`src/logic/gpio_spi_master_regs.vh`:
```
`ifndef GPIO_SPI_MASTER_REGS_VH
`define GPIO_SPI_MASTER_REGS_VH

// ==========================================================================
// Register byte offsets
`define OFS_PIN_CONFIG0   8'h00
`define OFS_PIN_OUT       8'h18
`define OFS_PIN_LEVEL     8'h1c
`define OFS_PIN_FAULT     8'h20
`define OFS_SPI_CFG       8'h24
`define OFS_SPI_TX        8'h28
`define OFS_SPI_RX        8'h2c
`define OFS_SERIAL_EXEC   8'h30
`define REG_LAST_INDEX    6'h0c

// ==========================================================================
// pin_config fields
`define PC_DIR_IN         0
`define PC_PULL_LO        1
`define PC_PULL_HI        3
`define PC_FEN_LO         4
`define PC_FEN_HI         5
`define PC_ADDR_SEL       6
`define PULL_ADC          3'h0
`define PULL_UP           3'h2
`define PULL_DOWN         3'h4
`define PULL_PUSH         3'h5
`define FEN_HIGH          2'h1
`define FEN_LOW           2'h2

// ==========================================================================
// spi_cfg fields
`define SC_NBITS_LO       0
`define SC_NBITS_HI       2
`define SC_EN             3
`define SC_SS_STAT        4
`define SC_CPOL           5
`define SC_CPHA           6
`define EXEC_GO           0
`define EXEC_BUSY         1

// ==========================================================================
// Pin roles while the serial master owns pins 3 to 6 (zero based index 2 to 5)
`define PIN_SS            2
`define PIN_MOSI          3
`define PIN_MISO          4
`define PIN_SCLK          5

// ==========================================================================
// Reset values
`define RST_PIN_CONFIG    8'h03
`define RST_SPI_CFG       8'h10
`define RST_BYTE          8'h00

// ==========================================================================
// Timing
// Half-bit is 8 mclk (64 ns at 125 MHz), counted from zero
`define SCLK_HALF_LAST    4'h7

`endif

```
`src/logic/gpio_spi_master.v`:
```
// Contract
// - Six pins, each set to input or output through its own pin_config.
// - Pull codes: 010 weak pull-up, 101 push-pull, 100 weak pull-down.
// - Fault-enabled pin at its fault level sets its fault flag, any direction; owned, addressing and converter pins never flag.
// - Pin level register shows every pin's current level, input or output.
// - Normal output pins drive the matching pin output value bit.
// - Enabled serial master owns pins 3 to 6; pins 1 and 2 stay normal.
// - Addressing select forces an unowned pin to input, ignoring other settings.
// - Pull code 000 selects converter input, ranked below addressing.
// - Temperature comparator faults flag regardless of pin configuration.
// - Master makes SCLK, drives MOSI and SS, samples MISO.
// - CPOL sets SCLK idle; CPHA picks leading or trailing sample edge.
// - CPHA clear: first bit before first edge, capture leading, change trailing.
// - CPHA set: first edge launches, capture trailing, change leading.
// - Bit count 1 to 8, sampled only when go starts a transfer.
// - Go starts one transfer, shifting transmit out while receiving.
// - Short transfers use low bits only, least significant bit first.
// - Select follows its bit; back-to-back transfers build longer words.
// - Pins 3 to 6 follow pin_config until master enable, then spi_cfg.
// - Config 0x08 selects low, 8 bits; 0x0C 4 bits; 0x18 deselects.
// - Serial execute write of 0x01 launches the configured transfer.
`timescale 1ns/10ps
`include "gpio_spi_master_regs.vh"

module gpio_spi_master (
  input  wire        mclk,
  input  wire        rst_n,
  input  wire [7:0]  s_axi_awaddr,
  input  wire        s_axi_awvalid,
  output wire        s_axi_awready,
  input  wire [31:0] s_axi_wdata,
  input  wire [3:0]  s_axi_wstrb,
  input  wire        s_axi_wvalid,
  output wire        s_axi_wready,
  output reg  [1:0]  s_axi_bresp,
  output reg         s_axi_bvalid,
  input  wire        s_axi_bready,
  input  wire [7:0]  s_axi_araddr,
  input  wire        s_axi_arvalid,
  output wire        s_axi_arready,
  output reg  [31:0] s_axi_rdata,
  output reg  [1:0]  s_axi_rresp,
  output reg         s_axi_rvalid,
  input  wire        s_axi_rready,
  input  wire [5:0]  pin_i,
  output reg  [5:0]  pin_o,
  output reg  [5:0]  pin_oe,
  output reg  [5:0]  pull_up_en,
  output reg  [5:0]  pull_down_en,
  output reg  [5:0]  converter_sel,
  input  wire [5:0]  over_temp_trip,
  input  wire [5:0]  under_temp_trip
);

  localparam [3:0] HALF_LAST = `SCLK_HALF_LAST;
  localparam [3:0] ST_IDLE  = 4'h1;
  localparam [3:0] ST_SETUP = 4'h2;
  localparam [3:0] ST_RUN   = 4'h4;
  localparam [3:0] ST_HOLD  = 4'h8;
  // ========================================================================
  // Input synchronisers
  reg  [5:0]  pin_s1_q, pin_s2_q;
  reg  [5:0]  ot_s1_q, ot_s2_q;
  reg  [5:0]  ut_s1_q, ut_s2_q;

  // Pins and comparator trips come from outside mclk, two flops each
  always @(posedge mclk or negedge rst_n) begin
    if (!rst_n) begin
      pin_s1_q <= 6'h00;
      pin_s2_q <= 6'h00;
      ot_s1_q  <= 6'h00;
      ot_s2_q  <= 6'h00;
      ut_s1_q  <= 6'h00;
      ut_s2_q  <= 6'h00;
    end else begin
      pin_s1_q <= pin_i;
      pin_s2_q <= pin_s1_q;
      ot_s1_q  <= over_temp_trip;
      ot_s2_q  <= ot_s1_q;
      ut_s1_q  <= under_temp_trip;
      ut_s2_q  <= ut_s1_q;
    end
  end

  // ========================================================================
  // Register storage
  reg  [7:0]  cfg_q [0:5];
  reg  [5:0]  out_val_q;
  reg  [17:0] fault_q;
  reg  [7:0]  spi_cfg_q;
  reg  [7:0]  tx_q;
  reg  [7:0]  rx_q;
  reg         go_q;

  // ========================================================================
  // Write channel: address and data taken in either order, then answered
  reg         aw_full_q, w_full_q;
  reg  [7:0]  aw_addr_q;
  reg  [31:0] w_data_q;
  reg  [3:0]  w_strb_q;
  wire        wr_fire = aw_full_q && w_full_q && !s_axi_bvalid;
  wire [5:0]  wr_idx  = aw_addr_q[7:2];
  wire        wr_hit  = (wr_idx <= `REG_LAST_INDEX) && (aw_addr_q[1:0] == 2'h0);
  wire [31:0] wr_mask = {{8{w_strb_q[3]}}, {8{w_strb_q[2]}},
                         {8{w_strb_q[1]}}, {8{w_strb_q[0]}}};
  wire [31:0] wr_bits = w_data_q & wr_mask;
  assign s_axi_awready = !aw_full_q;
  assign s_axi_wready  = !w_full_q;
  always @(posedge mclk or negedge rst_n) begin
    if (!rst_n) begin
      aw_full_q    <= 1'b0;
      w_full_q     <= 1'b0;
      aw_addr_q    <= 8'h00;
      w_data_q     <= 32'h0000_0000;
      w_strb_q     <= 4'h0;
      s_axi_bvalid <= 1'b0;
      s_axi_bresp  <= 2'h0;
    end else begin
      if (s_axi_awvalid && !aw_full_q) begin
        aw_full_q <= 1'b1;
        aw_addr_q <= s_axi_awaddr;
      end
      if (s_axi_wvalid && !w_full_q) begin
        w_full_q <= 1'b1;
        w_data_q <= s_axi_wdata;
        w_strb_q <= s_axi_wstrb;
      end
      if (wr_fire) begin
        aw_full_q    <= 1'b0;
        w_full_q     <= 1'b0;
        s_axi_bvalid <= 1'b1;
        s_axi_bresp  <= wr_hit ? 2'h0 : 2'h2; // Unmapped answers SLVERR
      end else if (s_axi_bvalid && s_axi_bready) begin
        s_axi_bvalid <= 1'b0;
      end
    end
  end

  wire wr_pin_out = wr_fire && (aw_addr_q == `OFS_PIN_OUT);
  wire wr_fault   = wr_fire && (aw_addr_q == `OFS_PIN_FAULT);
  wire wr_spi_cfg = wr_fire && (aw_addr_q == `OFS_SPI_CFG) && w_strb_q[0];
  wire wr_tx      = wr_fire && (aw_addr_q == `OFS_SPI_TX) && w_strb_q[0];
  wire wr_exec    = wr_fire && (aw_addr_q == `OFS_SERIAL_EXEC) && w_strb_q[0];
  // ========================================================================
  // Control registers
  always @(posedge mclk or negedge rst_n) begin
    if (!rst_n) begin
      out_val_q <= 6'h00;
      spi_cfg_q <= `RST_SPI_CFG;
      tx_q      <= `RST_BYTE;
      go_q      <= 1'b0;
    end else begin
      if (wr_pin_out && w_strb_q[0])
        out_val_q <= w_data_q[5:0];
      if (wr_spi_cfg)
        spi_cfg_q <= {1'b0, w_data_q[6:0]};
      if (wr_tx)
        tx_q <= w_data_q[7:0];
      go_q <= wr_exec && w_data_q[`EXEC_GO];
    end
  end

  wire       spi_en = spi_cfg_q[`SC_EN];
  wire       cpol   = spi_cfg_q[`SC_CPOL];
  wire [2:0] nb_fld = spi_cfg_q[`SC_NBITS_HI:`SC_NBITS_LO];
  // ========================================================================
  // Serial master engine
  reg  [3:0] st_q;
  reg  [3:0] half_q;
  reg  [3:0] edge_q;
  reg  [3:0] nbits_q;
  reg        cpha_q;
  reg        ph_q;
  reg        mosi_q;
  reg  [7:0] tx_sh_q;
  reg  [7:0] rx_sh_q;
  wire       half_end = (half_q == HALF_LAST);
  wire [2:0] bit_idx  = edge_q[3:1];
  wire [3:0] bit_next = {1'b0, bit_idx} + 4'h1;
  wire       lead     = !edge_q[0];
  wire       miso     = pin_s2_q[`PIN_MISO];
  wire       busy     = !st_q[0];
  // Shift is index based so short transfers touch only the low bits
  always @(posedge mclk or negedge rst_n) begin
    if (!rst_n) begin
      st_q    <= ST_IDLE;
      half_q  <= 4'h0;
      edge_q  <= 4'h0;
      nbits_q <= 4'h8;
      cpha_q  <= 1'b0;
      ph_q    <= 1'b0;
      mosi_q  <= 1'b0;
      tx_sh_q <= 8'h00;
      rx_sh_q <= 8'h00;
      rx_q    <= `RST_BYTE;
    end else begin
      case (st_q)
        ST_IDLE: begin
          ph_q   <= 1'b0;
          half_q <= 4'h0;
          edge_q <= 4'h0;
          // Go while disabled or busy is dropped
          if (go_q && spi_en) begin
            st_q    <= ST_SETUP;
            nbits_q <= (nb_fld == 3'h0) ? 4'h8 : {1'b0, nb_fld};
            cpha_q  <= spi_cfg_q[`SC_CPHA];
            tx_sh_q <= tx_q;
            rx_sh_q <= rx_q;
            if (!spi_cfg_q[`SC_CPHA])
              mosi_q <= tx_q[0];
          end
        end
        ST_SETUP: begin
          // Half a bit here plus the first run half-bit: a full bit before the first edge
          half_q <= half_end ? 4'h0 : half_q + 4'h1;
          if (half_end)
            st_q <= ST_RUN;
        end
        ST_RUN: begin
          half_q <= half_end ? 4'h0 : half_q + 4'h1;
          if (half_end) begin
            ph_q   <= !ph_q;
            edge_q <= edge_q + 4'h1;
            if (lead) begin
              if (!cpha_q)
                rx_sh_q[bit_idx] <= miso;
              else
                mosi_q <= tx_sh_q[bit_idx];
            end else begin
              if (cpha_q)
                rx_sh_q[bit_idx] <= miso;
              else if (bit_next < nbits_q)
                mosi_q <= tx_sh_q[bit_next[2:0]];
              if (bit_next == nbits_q)
                st_q <= ST_HOLD;
            end
          end
        end
        ST_HOLD: begin
          // Clock back at idle for a half bit before the result lands
          half_q <= half_end ? 4'h0 : half_q + 4'h1;
          if (half_end) begin
            st_q <= ST_IDLE;
            rx_q <= rx_sh_q;
          end
        end
        default: st_q <= ST_IDLE;
      endcase
    end
  end

  // Values the master puts on its owned pins
  wire [5:0] spi_val;
  assign spi_val[1:0]       = 2'h0;
  assign spi_val[`PIN_SS]   = spi_cfg_q[`SC_SS_STAT];
  assign spi_val[`PIN_MOSI] = mosi_q;
  assign spi_val[`PIN_MISO] = 1'b0;
  assign spi_val[`PIN_SCLK] = ph_q ^ cpol;
  localparam [5:0] SPI_DRIVES = 6'h2c; // SS, MOSI and SCLK are outputs

  // ========================================================================
  // Per-pin function priority and fault detection
  wire [5:0] oe_d, o_d, pu_d, pd_d, adc_d, pin_flt;
  genvar i;
  generate
    for (i = 0; i < 6; i = i + 1) begin : g_pin
      wire [7:0] c    = cfg_q[i];
      wire [2:0] pull = c[`PC_PULL_HI:`PC_PULL_LO];
      wire [1:0] fen  = c[`PC_FEN_HI:`PC_FEN_LO];
      wire       own  = spi_en && (i >= 2);
      wire       adr  = c[`PC_ADDR_SEL] && !own;
      wire       adc  = (pull == `PULL_ADC) && !own && !adr;
      wire       norm = !own && !adr && !adc;
      wire       lvl  = pin_s2_q[i];
      // Owned pins ignore direction, pulls and fault enable
      assign oe_d[i]    = own ? SPI_DRIVES[i] : (norm && !c[`PC_DIR_IN]);
      assign o_d[i]     = own ? spi_val[i] : out_val_q[i];
      assign pu_d[i]    = norm && (pull == `PULL_UP);
      assign pd_d[i]    = norm && (pull == `PULL_DOWN);
      assign adc_d[i]   = adc;
      assign pin_flt[i] = norm && (((fen == `FEN_HIGH) && lvl) ||
                                   ((fen == `FEN_LOW) && !lvl));
      // Pin config write, byte lane 0 only; a misaligned address must not land
      always @(posedge mclk or negedge rst_n) begin
        if (!rst_n)
          cfg_q[i] <= `RST_PIN_CONFIG;
        else if (wr_fire && wr_hit && w_strb_q[0] && (wr_idx == i))
          cfg_q[i] <= {1'b0, w_data_q[6:0]};
      end
    end
  endgenerate

  // Output pins drive both levels in every pull mode but converter code 000; weak modes also turn on their pull
  always @(posedge mclk or negedge rst_n) begin
    if (!rst_n) begin
      pin_o         <= 6'h00;
      pin_oe        <= 6'h00;
      pull_up_en    <= 6'h00;
      pull_down_en  <= 6'h00;
      converter_sel <= 6'h00;
    end else begin
      pin_o         <= o_d;
      pin_oe        <= oe_d;
      pull_up_en    <= pu_d;
      pull_down_en  <= pd_d;
      converter_sel <= adc_d;
    end
  end

  // ========================================================================
  // Sticky fault flags, write one to clear; a new event beats the clear
  wire [17:0] flt_set = {ut_s2_q, ot_s2_q, pin_flt};
  wire [17:0] flt_clr = wr_fault ? wr_bits[17:0] : 18'h00000;
  always @(posedge mclk or negedge rst_n) begin
    if (!rst_n)
      fault_q <= 18'h00000;
    else
      fault_q <= flt_set | (fault_q & ~flt_clr);
  end

  // ========================================================================
  // Read channel: one read at a time, answered the cycle after the address
  reg [31:0] rd_mux;
  reg        rd_hit;
  wire [5:0] rd_idx = s_axi_araddr[7:2];
  assign s_axi_arready = !s_axi_rvalid;
  always @* begin
    rd_mux = 32'h0000_0000;
    rd_hit = (s_axi_araddr[1:0] == 2'h0);
    case (s_axi_araddr)
      `OFS_PIN_OUT:     rd_mux = {26'h0, out_val_q};
      `OFS_PIN_LEVEL:   rd_mux = {26'h0, pin_s2_q};
      `OFS_PIN_FAULT:   rd_mux = {14'h0, fault_q};
      `OFS_SPI_CFG:     rd_mux = {24'h0, spi_cfg_q};
      `OFS_SPI_TX:      rd_mux = {24'h0, tx_q};
      `OFS_SPI_RX:      rd_mux = {24'h0, rx_q};
      `OFS_SERIAL_EXEC: rd_mux = {30'h0, busy, 1'b0};
      default: begin
        if (rd_idx < 6'h06)
          rd_mux = {24'h0, cfg_q[rd_idx[2:0]]};
        else
          rd_hit = 1'b0;
      end
    endcase
  end

  always @(posedge mclk or negedge rst_n) begin
    if (!rst_n) begin
      s_axi_rvalid <= 1'b0;
      s_axi_rdata  <= 32'h0000_0000;
      s_axi_rresp  <= 2'h0;
    end else if (s_axi_arvalid && !s_axi_rvalid) begin
      s_axi_rvalid <= 1'b1;
      s_axi_rdata  <= rd_hit ? rd_mux : 32'h0000_0000;
      s_axi_rresp  <= rd_hit ? 2'h0 : 2'h2;
    end else if (s_axi_rready) begin
      s_axi_rvalid <= 1'b0;
    end
  end

endmodule

```
`config.mk`:
```
export PLATFORM = sky130hd
export DESIGN_NAME = gpio_spi_master
export DESIGN_NICKNAME = d
export VERILOG_FILES = /design/src/logic/gpio_spi_master.v
export VERILOG_INCLUDE_DIRS = /design/src /design/src/logic
export SDC_FILE = /design/constraint.sdc
export NUM_CORES = 1
export LEC_CHECK = 0
export BUFFER_PORTS_ARGS = -buffer_cell sky130_fd_sc_hd__buf_2
export CAP_MARGIN = 20
export CELL_PAD_IN_SITES_DETAIL_PLACEMENT = 1
export CELL_PAD_IN_SITES_GLOBAL_PLACEMENT = 1
export CORE_AREA = 2 2 150 152
export DETAILED_ROUTE_END_ITERATION = 6
export DIE_AREA = 0 0 152 154
export HOLD_SLACK_MARGIN = 0.02
export PLACE_DENSITY = 0.82
export SLEW_MARGIN = 40
export SYNTH_ARGS = -nofsm -noshare
export SYNTH_HDL_FRONTEND = slang
export SYNTH_SLANG_ARGS = --single-unit
export TNS_END_PERCENT = 50
```
`constraint.sdc`:
```
create_clock -name mclk -period 5.9 [get_ports mclk]
set_input_delay 0.295 -clock mclk [delete_from_list [all_inputs] [get_ports mclk]]
set_output_delay 0.295 -clock mclk [all_outputs]
set_load 0.01 [all_outputs]
```
* Word-level counts from Yosys, hierarchy flattened *
Cells that the tools add are included.

storage, ports and cells
  register bits after elaboration = 260
  word-level logic and storage cells = 327
  output and inout bits = 71

operators by class
  reductions and logical operators = 148
  bitwise gates (word level) = 6
  equal/unequal tests = 59
  add/subtract/negate cells = 3
  $lt $le $gt $ge = 7
  muxes and demuxes = 62

operators with widths
  kind                                                                   number
  18-bit one-hot mux with 7 select lines                                 1
  1-bit logical AND                                                      87
  8-bit by 6-bit equality test with 1-bit output, second input constant  9
  8-bit 2-to-1 mux                                                       8
  18-bit bitwise AND                                                     2
  4-bit 2-to-1 mux                                                       9
  32-bit 2-to-1 mux                                                      1
  1-bit logical NOT                                                      31
  1-bit 2-to-1 mux                                                       29
  8-bit binary-select mux with 3-bit select                              1
  8-bit by 5-bit equality test with 1-bit output, second input constant  3
  3-bit logical NOT                                                      7
  3-bit by 2-bit equality test with 1-bit output, second input constant  6
  3-bit equality test, second input constant                             6
  18-bit 2-to-1 mux                                                      1
  18-bit NOT                                                             1
  18-bit bitwise OR                                                      1
  4-bit one-hot mux with 2 select lines                                  2
  4-bit one-hot mux with 4 select lines                                  1
  8-bit one-hot mux with 2 select lines                                  1
  3-bit != test, second input constant                                   5
  2-bit != test, second input constant                                   7
  2-bit by 1-bit equality test with 1-bit output, second input constant  6
  2-bit equality test, second input constant                             6
  other kinds (33)                                                       54

* Logic depth before layout (Yosys ltp) *
Gate-level depths: netlist of run 1.

  depth in word-level cells = 9
  mapped depth = 8

* Worst setup path before layout of run 1 *
Ideal clock, no wire load.

  path type = reg-to-reg
  start = register edge_q[1]
  end = register mosi_q
  period minus slack after synthesis = 2033 ps
  setup slack = 3867 ps
  required time = 5821 ps
  arrival time = 1953 ps
  stages on the path, launching flop included = 9
  setup time = 79 ps
  cells stage by stage = dfrtp_1 > clkbuf_1 > nand3_1 > inv_1 > ha_1 > a2111oi_0 > a221oi_1 > a21oi_1 > mux2i_1

between the ends
  longest elaborated chain between the ends = 8
  elaborated cells between the ends (all ways) = 14

RTL lines
  what                                       RTL line               source
  start: declaration                         gpio_spi_master.v:170  reg [3:0] edge_q;
  start signal: assignment                   gpio_spi_master.v:223  edge_q <= edge_q + 4'h1;
  3-bit by 1-bit adder with 4-bit output     gpio_spi_master.v:179  wire [3:0] bit_next = {1'b0, bit_idx} + 4'h1;
  1-bit binary-select mux with 3-bit select  gpio_spi_master.v:233  mosi_q <= tx_sh_q[bit_next[2:0]];
  1-bit 2-to-1 mux (not written as such)     gpio_spi_master.v:233
  1-bit 2-to-1 mux                           gpio_spi_master.v:232  else if (bit_next < nbits_q)
  1-bit 2-to-1 mux                           gpio_spi_master.v:230  if (cpha_q)
  1-bit 2-to-1 mux                           gpio_spi_master.v:224  if (lead) begin
  1-bit 2-to-1 mux                           gpio_spi_master.v:221  if (half_end) begin
  1-bit one-hot mux with 2 select lines      gpio_spi_master.v:197  case (st_q)
  end signal: assignment                     gpio_spi_master.v:210  mosi_q <= tx_q[0];
  end signal: assignment                     gpio_spi_master.v:228  mosi_q <= tx_sh_q[bit_idx];
  end signal: assignment                     gpio_spi_master.v:233
  end: declaration                           gpio_spi_master.v:174  reg mosi_q;

Parallel ways exist; a longest one is shown, timed or not. The select of a mux whose other input is x is not followed.
A chain may end at the register's enable or synchronous reset.

* Worst setup path after layout of run 1 *
  start = register aw_addr_q[4]
  end = register fault_q[6]

between the ends
  longest elaborated chain between the ends = 6

RTL lines
  what                                                             RTL line               source
  start: declaration                                               gpio_spi_master.v:98   reg [7:0] aw_addr_q;
  start signal: assignment                                         gpio_spi_master.v:121  aw_addr_q <= s_axi_awaddr;
  8-bit by 6-bit equality test with 1-bit output (no source line)  --
  1-bit logical AND                                                gpio_spi_master.v:140  wire wr_fault = wr_fire && (aw_addr_q == `OFS_PIN_FAULT);
  18-bit 2-to-1 mux                                                gpio_spi_master.v:313  wire [17:0] flt_clr = wr_fault ? wr_bits[17:0] : 18'h00000;
  18-bit NOT                                                       gpio_spi_master.v:318  fault_q <= flt_set | (fault_q & ~flt_clr);
  18-bit bitwise AND                                               gpio_spi_master.v:318
  18-bit bitwise OR                                                gpio_spi_master.v:318
  end signal: assignment                                           gpio_spi_master.v:318
  end: declaration                                                 gpio_spi_master.v:89   reg [17:0] fault_q;

Every way passes these cells.

==> results of run 1 <==
-- registers in the layout, indices dropped and copies added, names as in the netlist, 7 cells and up --
register,flops
g_pin.c,42
tx_sh_q,8
rx_sh_q,8
rx_q,8
spi_cfg_q,7
fault_q,18
aw_addr_q,8
w_data_q,18
s_axi_rdata,18
tx_q,8
-- repair_timing --
item	CTS	global route
setup endpoints to repair	0	0
hold endpoints to repair	119	0
hold buffers	51	0
-- layout make-up --
type | count | area share
diodes | 1 | 0.000192
clock buffers | 37 | 0.0602
clock inverters | 10 | 0.0156
inverters | 18 | 0.00519
multi-input cells | 572 | 0.330
flip-flops and latches | 244 | 0.471
well taps | 280 | 0.0269
repair buffers | 174 | 0.0912
-- synthesized netlist by cell type, types with 5 or more instances --
library cell	number
dfrtp_1	229
mux2_2	109
nand2_1	96
nor2_1	35
a21oi_1	32
o21ai_0	32
clkbuf_1	25
mux2i_1	22
a21o_1	21
buf_4	21
nor3_1	19
inv_1	18
dfstp_2	15
nand3_1	15
nor2b_1	14
a22o_1	11
mux4_2	10
nor3b_1	10
buf_2	9
o31ai_1	8
ha_1	7
nor4_1	7
or3_1	7
a221oi_1	6
a22oi_1	5
and2_1	5
nand2b_1	5
nor4b_1	5
o211ai_1	5
-- critical path: stages (launching register included) --
cell     delay, ns
dfrtp_1       0.45
or4b_4        0.53
nor4b_2       0.52
and2_1        0.48
nand2_1       0.14
a21o_1        0.21
-- how the worst min path moves through the flow --
stage | from | endpoint | slack (ns) | cells after the start
2_1_floorplan | rst_n | aw_addr_q[0]$_DFFE_PN0P_ | -0.0006 | 0
3_3_place_gp | rst_n | half_q[2]$_DFFE_PN0P_ | 0.28 | 1
3_5_place_dp | rst_n | half_q[2]$_DFFE_PN0P_ | 0.29 | 1
4_1_cts | s_axi_wdata[15] | w_data_q[15]$_DFFE_PN0P_ | 0.03 | 2
5_1_grt | s_axi_wdata[15] | w_data_q[15]$_DFFE_PN0P_ | 0.02 | 2
6_report | s_axi_wdata[15] | w_data_q[15]$_DFFE_PN0P_ | 0.02 | 2
-- power groups by stage --
stage	combinational, mW	clock (mW)	sequential [mW]
6_report	0.702	1.86	2.24
5_1_grt	0.761	1.95	2.27
4_1_cts	0.695	1.88	2.22
3_5_place_dp	0.659	0	2.25
3_3_place_gp	0.625	0	2.22
2_1_floorplan	0.487	0	2.10
-- cell families (layout without fill, tap and decap cells) --
family                     after synthesis  in the layout  synth area share
adders and majority gates                8              8           0.00907
DFF                                    244            244             0.569
other                                    1             17          0.000348
AOI/OAI and AO/OA                      150            150            0.0955
muxes                                  141            141             0.155
buffers and inverters                   78            239            0.0377
xor gates and xnor gates                 6              6           0.00488
and+or+nand+nor                        251            251             0.128
-- cell usage in the layout (no fill, tap or decap), types with 6 or more instances in the layout --
cell	instances
a21o_1	21
a21oi_1	32
a221oi_1	6
a22o_1	11
buf_2	115
bufinv_16	6
clkbuf_16	27
clkbuf_8	7
conb_1	16
dfrtp_1	229
dfstp_2	15
dlygate4sd3_1	51
ha_1	7
inv_1	18
mux2_2	109
mux2i_1	22
mux4_2	10
nand2_1	96
nand3_1	15
nor2_1	35
nor2b_1	13
nor3_1	19
nor3b_1	10
nor4_1	7
o21ai_0	32
o31ai_1	8
or3_1	7
-- per-stage QoR --
step | std cells | area, um^2
3_5_place_dp | 1237 | 11500
2_1_floorplan | 894 | 10800
5_1_grt | 1335 | 13000
4_1_cts | 1335 | 13000
6_report | 1336 | 13000
3_3_place_gp | 1236 | 11500
-- layer usage --
| layer | up-vias | routed length, um | part of all wire | GRT usage |
|---|---|---|---|---|
| met4 | 0 | 1180 | 0.039 | 0.101 |
| met5 | - | 0 | 0 | 0 |
| met2 | 226 | 15900 | 0.52 | 0.472 |
| met1 | 3998 | 12000 | 0.39 | 0.322 |
| met3 | 81 | 1430 | 0.047 | 0.0392 |
| li1 | 3413 | - | - | - |
==> results.txt, run 1 <==
P per Cell Area - 369 nW/um^2
cells on worst reg2reg path - 5
Core Util, Final - 0.600
CTS tree - built
Port Buf Inserts - 116
Seq pwr share - 0.466
overall power - 4.81 mW
Final Wtd Congestion - 0.816
Pins Over Slew Limit - 0
Inserted Clock Buffers - 26
antenna violations before repair - 0
top_reg_cell synth - dfrtp_1
crit path max fanout - 7
peak supply drop - 332 uV
# nets final - 1,120
combinational power share - 0.146
library cells used by synthesis - 68
Hold WS - 0.0185 ns
first-pass GRT wire length - 48,600 um
Worst R2R Start - aw_addr_q[4]$_DFFE_PN0P_
Syn Inst Count - 879
Fin Setup TNS - 0 ns
Clock power frac - 0.388
Reg2Reg Setup Slack - 3.44 ns
R2R Path End - fault_q[6]$_DFF_PN0_
Min Clock Period, post-route - 2.46 ns
filler instances - 2,157
Sinks on Clock Net - 244
Critical Path End - fault_q[6]$_DFF_PN0_
fmax - 0.406 GHz
Crit path arrival time - 2.88 ns
final setup violation count - 0
row cnt - 54
Initial Util - 0.496
ranking of synthesized cells by area - dfrtp_1 53%, mux2_2 11%, dfstp_2 3.7%, nand2_1 3.3%, mux4_2 2.1%
LEAKAGE - 6.12 nW
#FFs+latches synth - 244
switching pwr - 1.37 mW
Final Skew - 0.0132 ns
proportion of layout cells with a drive suffix above 1 - 0.307
Global Route Usage Sum - 0.263
vias in the first global route - 8,490
status - complete, no violations
worst skew pair latency - 0.53 ns
drt drc - 0
Post-Place Setup Slack - 3.56 ns
vias per std cell - 5.78
asr flop ratio synth - 1.00
switching share of total power - 0.284
die area - 23,400 um^2
Routed Antenna Nets - 0
CP startpoint - aw_addr_q[4]$_DFFE_PN0P_
# IOs - 148
CP required - 6.31 ns
Post-Syn Area - 10,800 um^2
final hold vios - 0
Critical Path End Type - flop
drt initial violations - 448
Avg WL per Cell - 22.8 um
crit start category - flop
setup ws final - 3.44 ns
Max-Cap Viols - 0
slew of the pin with the lowest slew margin - 0.772 ns
sequential area share after synthesis - 0.569
drt pass-1 iters - 5
DIE WIDTH - 152 um
CTS Root Cell - clkbuf_16
postcts setup bufs - 0
Post-Route WL - 30,500 um
# resized after CTS - 0
H-Tree Level Count - 1
grt ovf - 0
Slew headroom - 0.482
overall via count from detail_route - 7,718
DPL Wire Length - 19,200 um
WS Path Type - reg -> reg
Internal Power - 3.44 mW
post-synth top area cell - dfrtp_1
CTS max path bufs - 3
top cell type's share of synthesized area - 0.532
unrepaired setup endpoints after global routing - no
Reg area - 6120 um^2
number of synthesized flops with an enable pin - 0
Ys Warns - 0
area grow syn2layout - 20.9%
worst hold path type - in -> reg
Final period util - 0.417
register clock-pin slew on the reported worst setup and hold paths - 0.07 ns
multi-input combinational cell area - 4290 um^2
Core Footprint - 21,700 um^2
syn avg cell area - 12.2 um^2
Die Y - 154 um
largest net degree at the start of global routing - 107
(Power assumes the default switching activity.)
==> run 2: changes to the inputs <==
- ABC_AREA: unset -> 1
- CORE_AREA: 2 2 150 152 -> 2 2 162 164
- DIE_AREA: 0 0 152 154 -> 0 0 164 166
- PLACE_DENSITY: 0.82 -> 0.76
- clock period: 5.9 -> 2.3 ns (I/O delays scaled with it)
==> run 2 against run 1 <==
Compared with the run above: clock skew down 0.0021 ns; largest cell class unchanged; utilization fell by 9.1 points; sequential power increased by 140%; first-iteration DRC count increased by 12%; synthesized cell count is 41% higher; via count up 17%; hold slack improved by 0.045 ns; clock power up 120%; clock-buffer cell count up 7.
==> results.txt, run 2 <==
area grow syn2layout - 20.8%
Sinks on Clock Net - 244
CP Cell Sequence - ha_1 -> xor2_2 -> ha_1 -> nand2_1 -> inv_1 -> nand3_1 -> o21ai_1 -> nand3_1 -> o21ai_0
setup ws final - 0.266 ns
worst path bufs/invs - 1
worst hold path type - in -> reg
number of synthesized flops with an enable pin - 0
Global Route Usage Sum - 0.245
CP top delay family - adder cells
largest net degree at the start of global routing - 84
Final Skew - 0.0110 ns
most common cell in the netlist - nand2_1
P per Cell Area - 916 nW/um^2
post-synthesis xor/xnor area fraction - 0.00243
unrepaired setup endpoints after global routing - no
Critical Path Stages - 9
Routed Antenna Nets - 0
Post-Syn Area - 10,800 um^2
final setup violation count - 0
drt drc - 0
CTS Root Cell - clkbuf_16
CTS max path bufs - 3
overall via count from detail_route - 9,040
first-pass GRT wire length - 52,100 um
peak supply drop - 701 uV
WS Path Type - reg -> reg
# IOs - 148
# nets final - 1,501
crit start category - flop
Reg2Reg Setup Slack - 0.27 ns
fmax - 0.492 GHz
Crit path arrival time - 2.48 ns
Hold WS - 0.0631 ns
cells on worst reg2reg path - 9
Final period util - 0.884
postcts setup bufs - 0
Simple-Gate Fraction of Synth Area - 0.227
Initial Util - 0.422
Avg WL per Cell - 18.2 um
R2R Path End - st_q[0]$_DFFE_PN1P_
DPL Wire Length - 21,900 um
CTS tree - built
vias per std cell - 5.10
largest family of logic cells by synthesized area - simple AND/OR/NAND/NOR gates
#FFs+latches synth - 244
library cells used by synthesis - 44
most common cell after layout, fill and taps aside - nand2_1
Adder-Cell Fraction of Synth Area - 0.00811
Largest register FFs - 42
Core Footprint - 25,600 um^2
slew of the pin with the lowest slew margin - 0.613 ns
asr flop ratio synth - 1.00
sequential area share after synthesis - 0.567
LEAKAGE - 6.36 nW
ranking of synthesized cells by area - dfrtp_1 53%, nand2_1 11%, o21ai_0 4.8%, inv_1 4.7%, nor2_1 4.0%
Max-Cap Viols - 0
Worst R2R Start - edge_q[2]$_DFFE_PN0P_
drt initial violations - 502
Critical Path End Type - flop
most frequent cells after synthesis - 305 x nand2_1, 229 x dfrtp_1, 135 x inv_1
worst skew pair latency - 0.55 ns
top cell type's share of synthesized area - 0.531
compound-gate portion of the synthesized area - 0.108
Post-Route WL - 32,300 um
Final Wtd Congestion - 0.878
crit path max fanout - 7
Post-Place Setup Slack - 0.243 ns
H-Tree Level Count - 1
grt ovf - 0
die area - 27,200 um^2
CP startpoint - edge_q[2]$_DFFE_PN0P_
Port Buf Inserts - 116
Critical Path End - st_q[0]$_DFFE_PN1P_
filler instances - 3,019
worst stage delay on the critical path - 0.46 ns
Inserted Clock Buffers - 27
Syn Inst Count - 1,238
proportion of layout cells with a drive suffix above 1 - 0.176
antenna violations before repair - 1
status - complete, no violations
register clock-pin slew on the reported worst setup and hold paths - 0.06 ns
drt pass-1 iters - 5
DIE WIDTH - 164 um
Die Y - 166 um
Ys Warns - 0
row cnt - 59
Final Non-Filler Cells - 1,774
CP required - 2.75 ns
commonest non-fill, non-tap cells in the layout - 305 x nand2_1, 229 x dfrtp_1, 135 x inv_1, 115 x buf_2, 114 x nor2_1
post-synth top area cell - dfrtp_1
Fin Setup TNS - 0 ns
Pins Over Slew Limit - 0
syn avg cell area - 8.72 um^2
vias in the first global route - 9,721
top_reg_cell synth - dfrtp_1
Slew headroom - 0.591
Min Clock Period, post-route - 2.03 ns
Placed Cells incl. Taps - 1,673
slowest CP cell - dfrtp_1
post-synthesis mux area share - 0.00834
final hold vios - 0
run 2: cell types whose count changed after synthesis, moves of 14 or more:
cell      before  now
o21ai_0       32  103
nand3_1       15   69
a21o_1        21    2
a21oi_1       32   53
o21ai_1        0   38
nor2_1        35  114
mux2_2       109    8
mux2i_1       22    0
clkbuf_1      25   11
nand2_1       96  305
inv_1         18  135
run 2: what timing repair did:
action / CTS / global route
endpoints found under the setup margin: 0 / 3
hold buffers: 50 / 0
hold endpoints to repair: 179 / 0
resized for setup: 0 / 2
run 2: routing by layer:
layer | global-route usage | vias to the layer above | share of wire
met5 | 0 | - | 0
li1 | - | 4286 | -
met2 | 0.427 | 180 | 0.50
met1 | 0.320 | 4520 | 0.43
met4 | 0.0660 | 0 | 0.024
met3 | 0.0347 | 54 | 0.039
run 2: worst min path at each step:
stage | startpoint | endpoint | slack, ns | cells past startpoint
floorplan | rst_n | aw_addr_q[0]$_DFFE_PN0P_ | -0.18 | 0
detailed placement | rst_n | pull_down_en[2]$_DFF_PN0_ | 0.08 | 1
global placement | rst_n | pull_down_en[2]$_DFF_PN0_ | 0.08 | 1
global route | s_axi_arvalid | s_axi_rvalid$_DFFE_PN0P_ | 0.08 | 4
finish | s_axi_arvalid | s_axi_rvalid$_DFFE_PN0P_ | 0.06 | 4
CTS | s_axi_arvalid | s_axi_rvalid$_DFFE_PN0P_ | 0.04 | 4
run 2: report_power, final:
group          switching, mW  leakage, nW  internal (mW)
combinational           1.84         2.89          0.792
sequential             0.390         3.07           4.89
clock                   1.73        0.401           2.31
run 2: logic make-up after synthesis:
| family | Yosys count |
|---|---|
| compound gates | 218 |
| xor+xnor | 3 |
| fa+ha+maj | 7 |
| buf+inv | 196 |
| flops | 244 |
| mux | 8 |
| other cells | 1 |
| simple gates | 561 |
run 2: metrics by stage:
| stage | power [mW] | util | instance area [um^2] |
|---|---|---|---|
| finish | 11.9 | 0.509 | 13000 |
| global route | 12.6 | 0.509 | 13000 |
| CTS | 12.0 | 0.509 | 13000 |
| detailed placement | 7.87 | 0.458 | 11700 |
| global placement | 7.75 | 0.458 | 11700 |
| floorplan | 6.83 | - | 10900 |
run 2: cell type report:
class | count | area, um^2 | area share
antenna | 1 | 2.50 | 0.000192
timing repair buffer | 184 | 1250 | 0.0959
multi-input combinational | 813 | 3880 | 0.298
tap | 335 | 419 | 0.0321
sequential | 244 | 6120 | 0.469
inverter | 147 | 552 | 0.0423
clock inverter | 6 | 33.8 | 0.00259
clock buffer | 44 | 779 | 0.0598
run 2: worst reg2reg max path, stage by stage (launching register included):
cell and delay [ns]:
dfrtp_1 0.46, ha_1 0.27, xor2_2 0.18, ha_1 0.29, nand2_1 0.05, inv_1 0.07
nand3_1 0.09, o21ai_1 0.15, nand3_1 0.17, o21ai_0 0.22
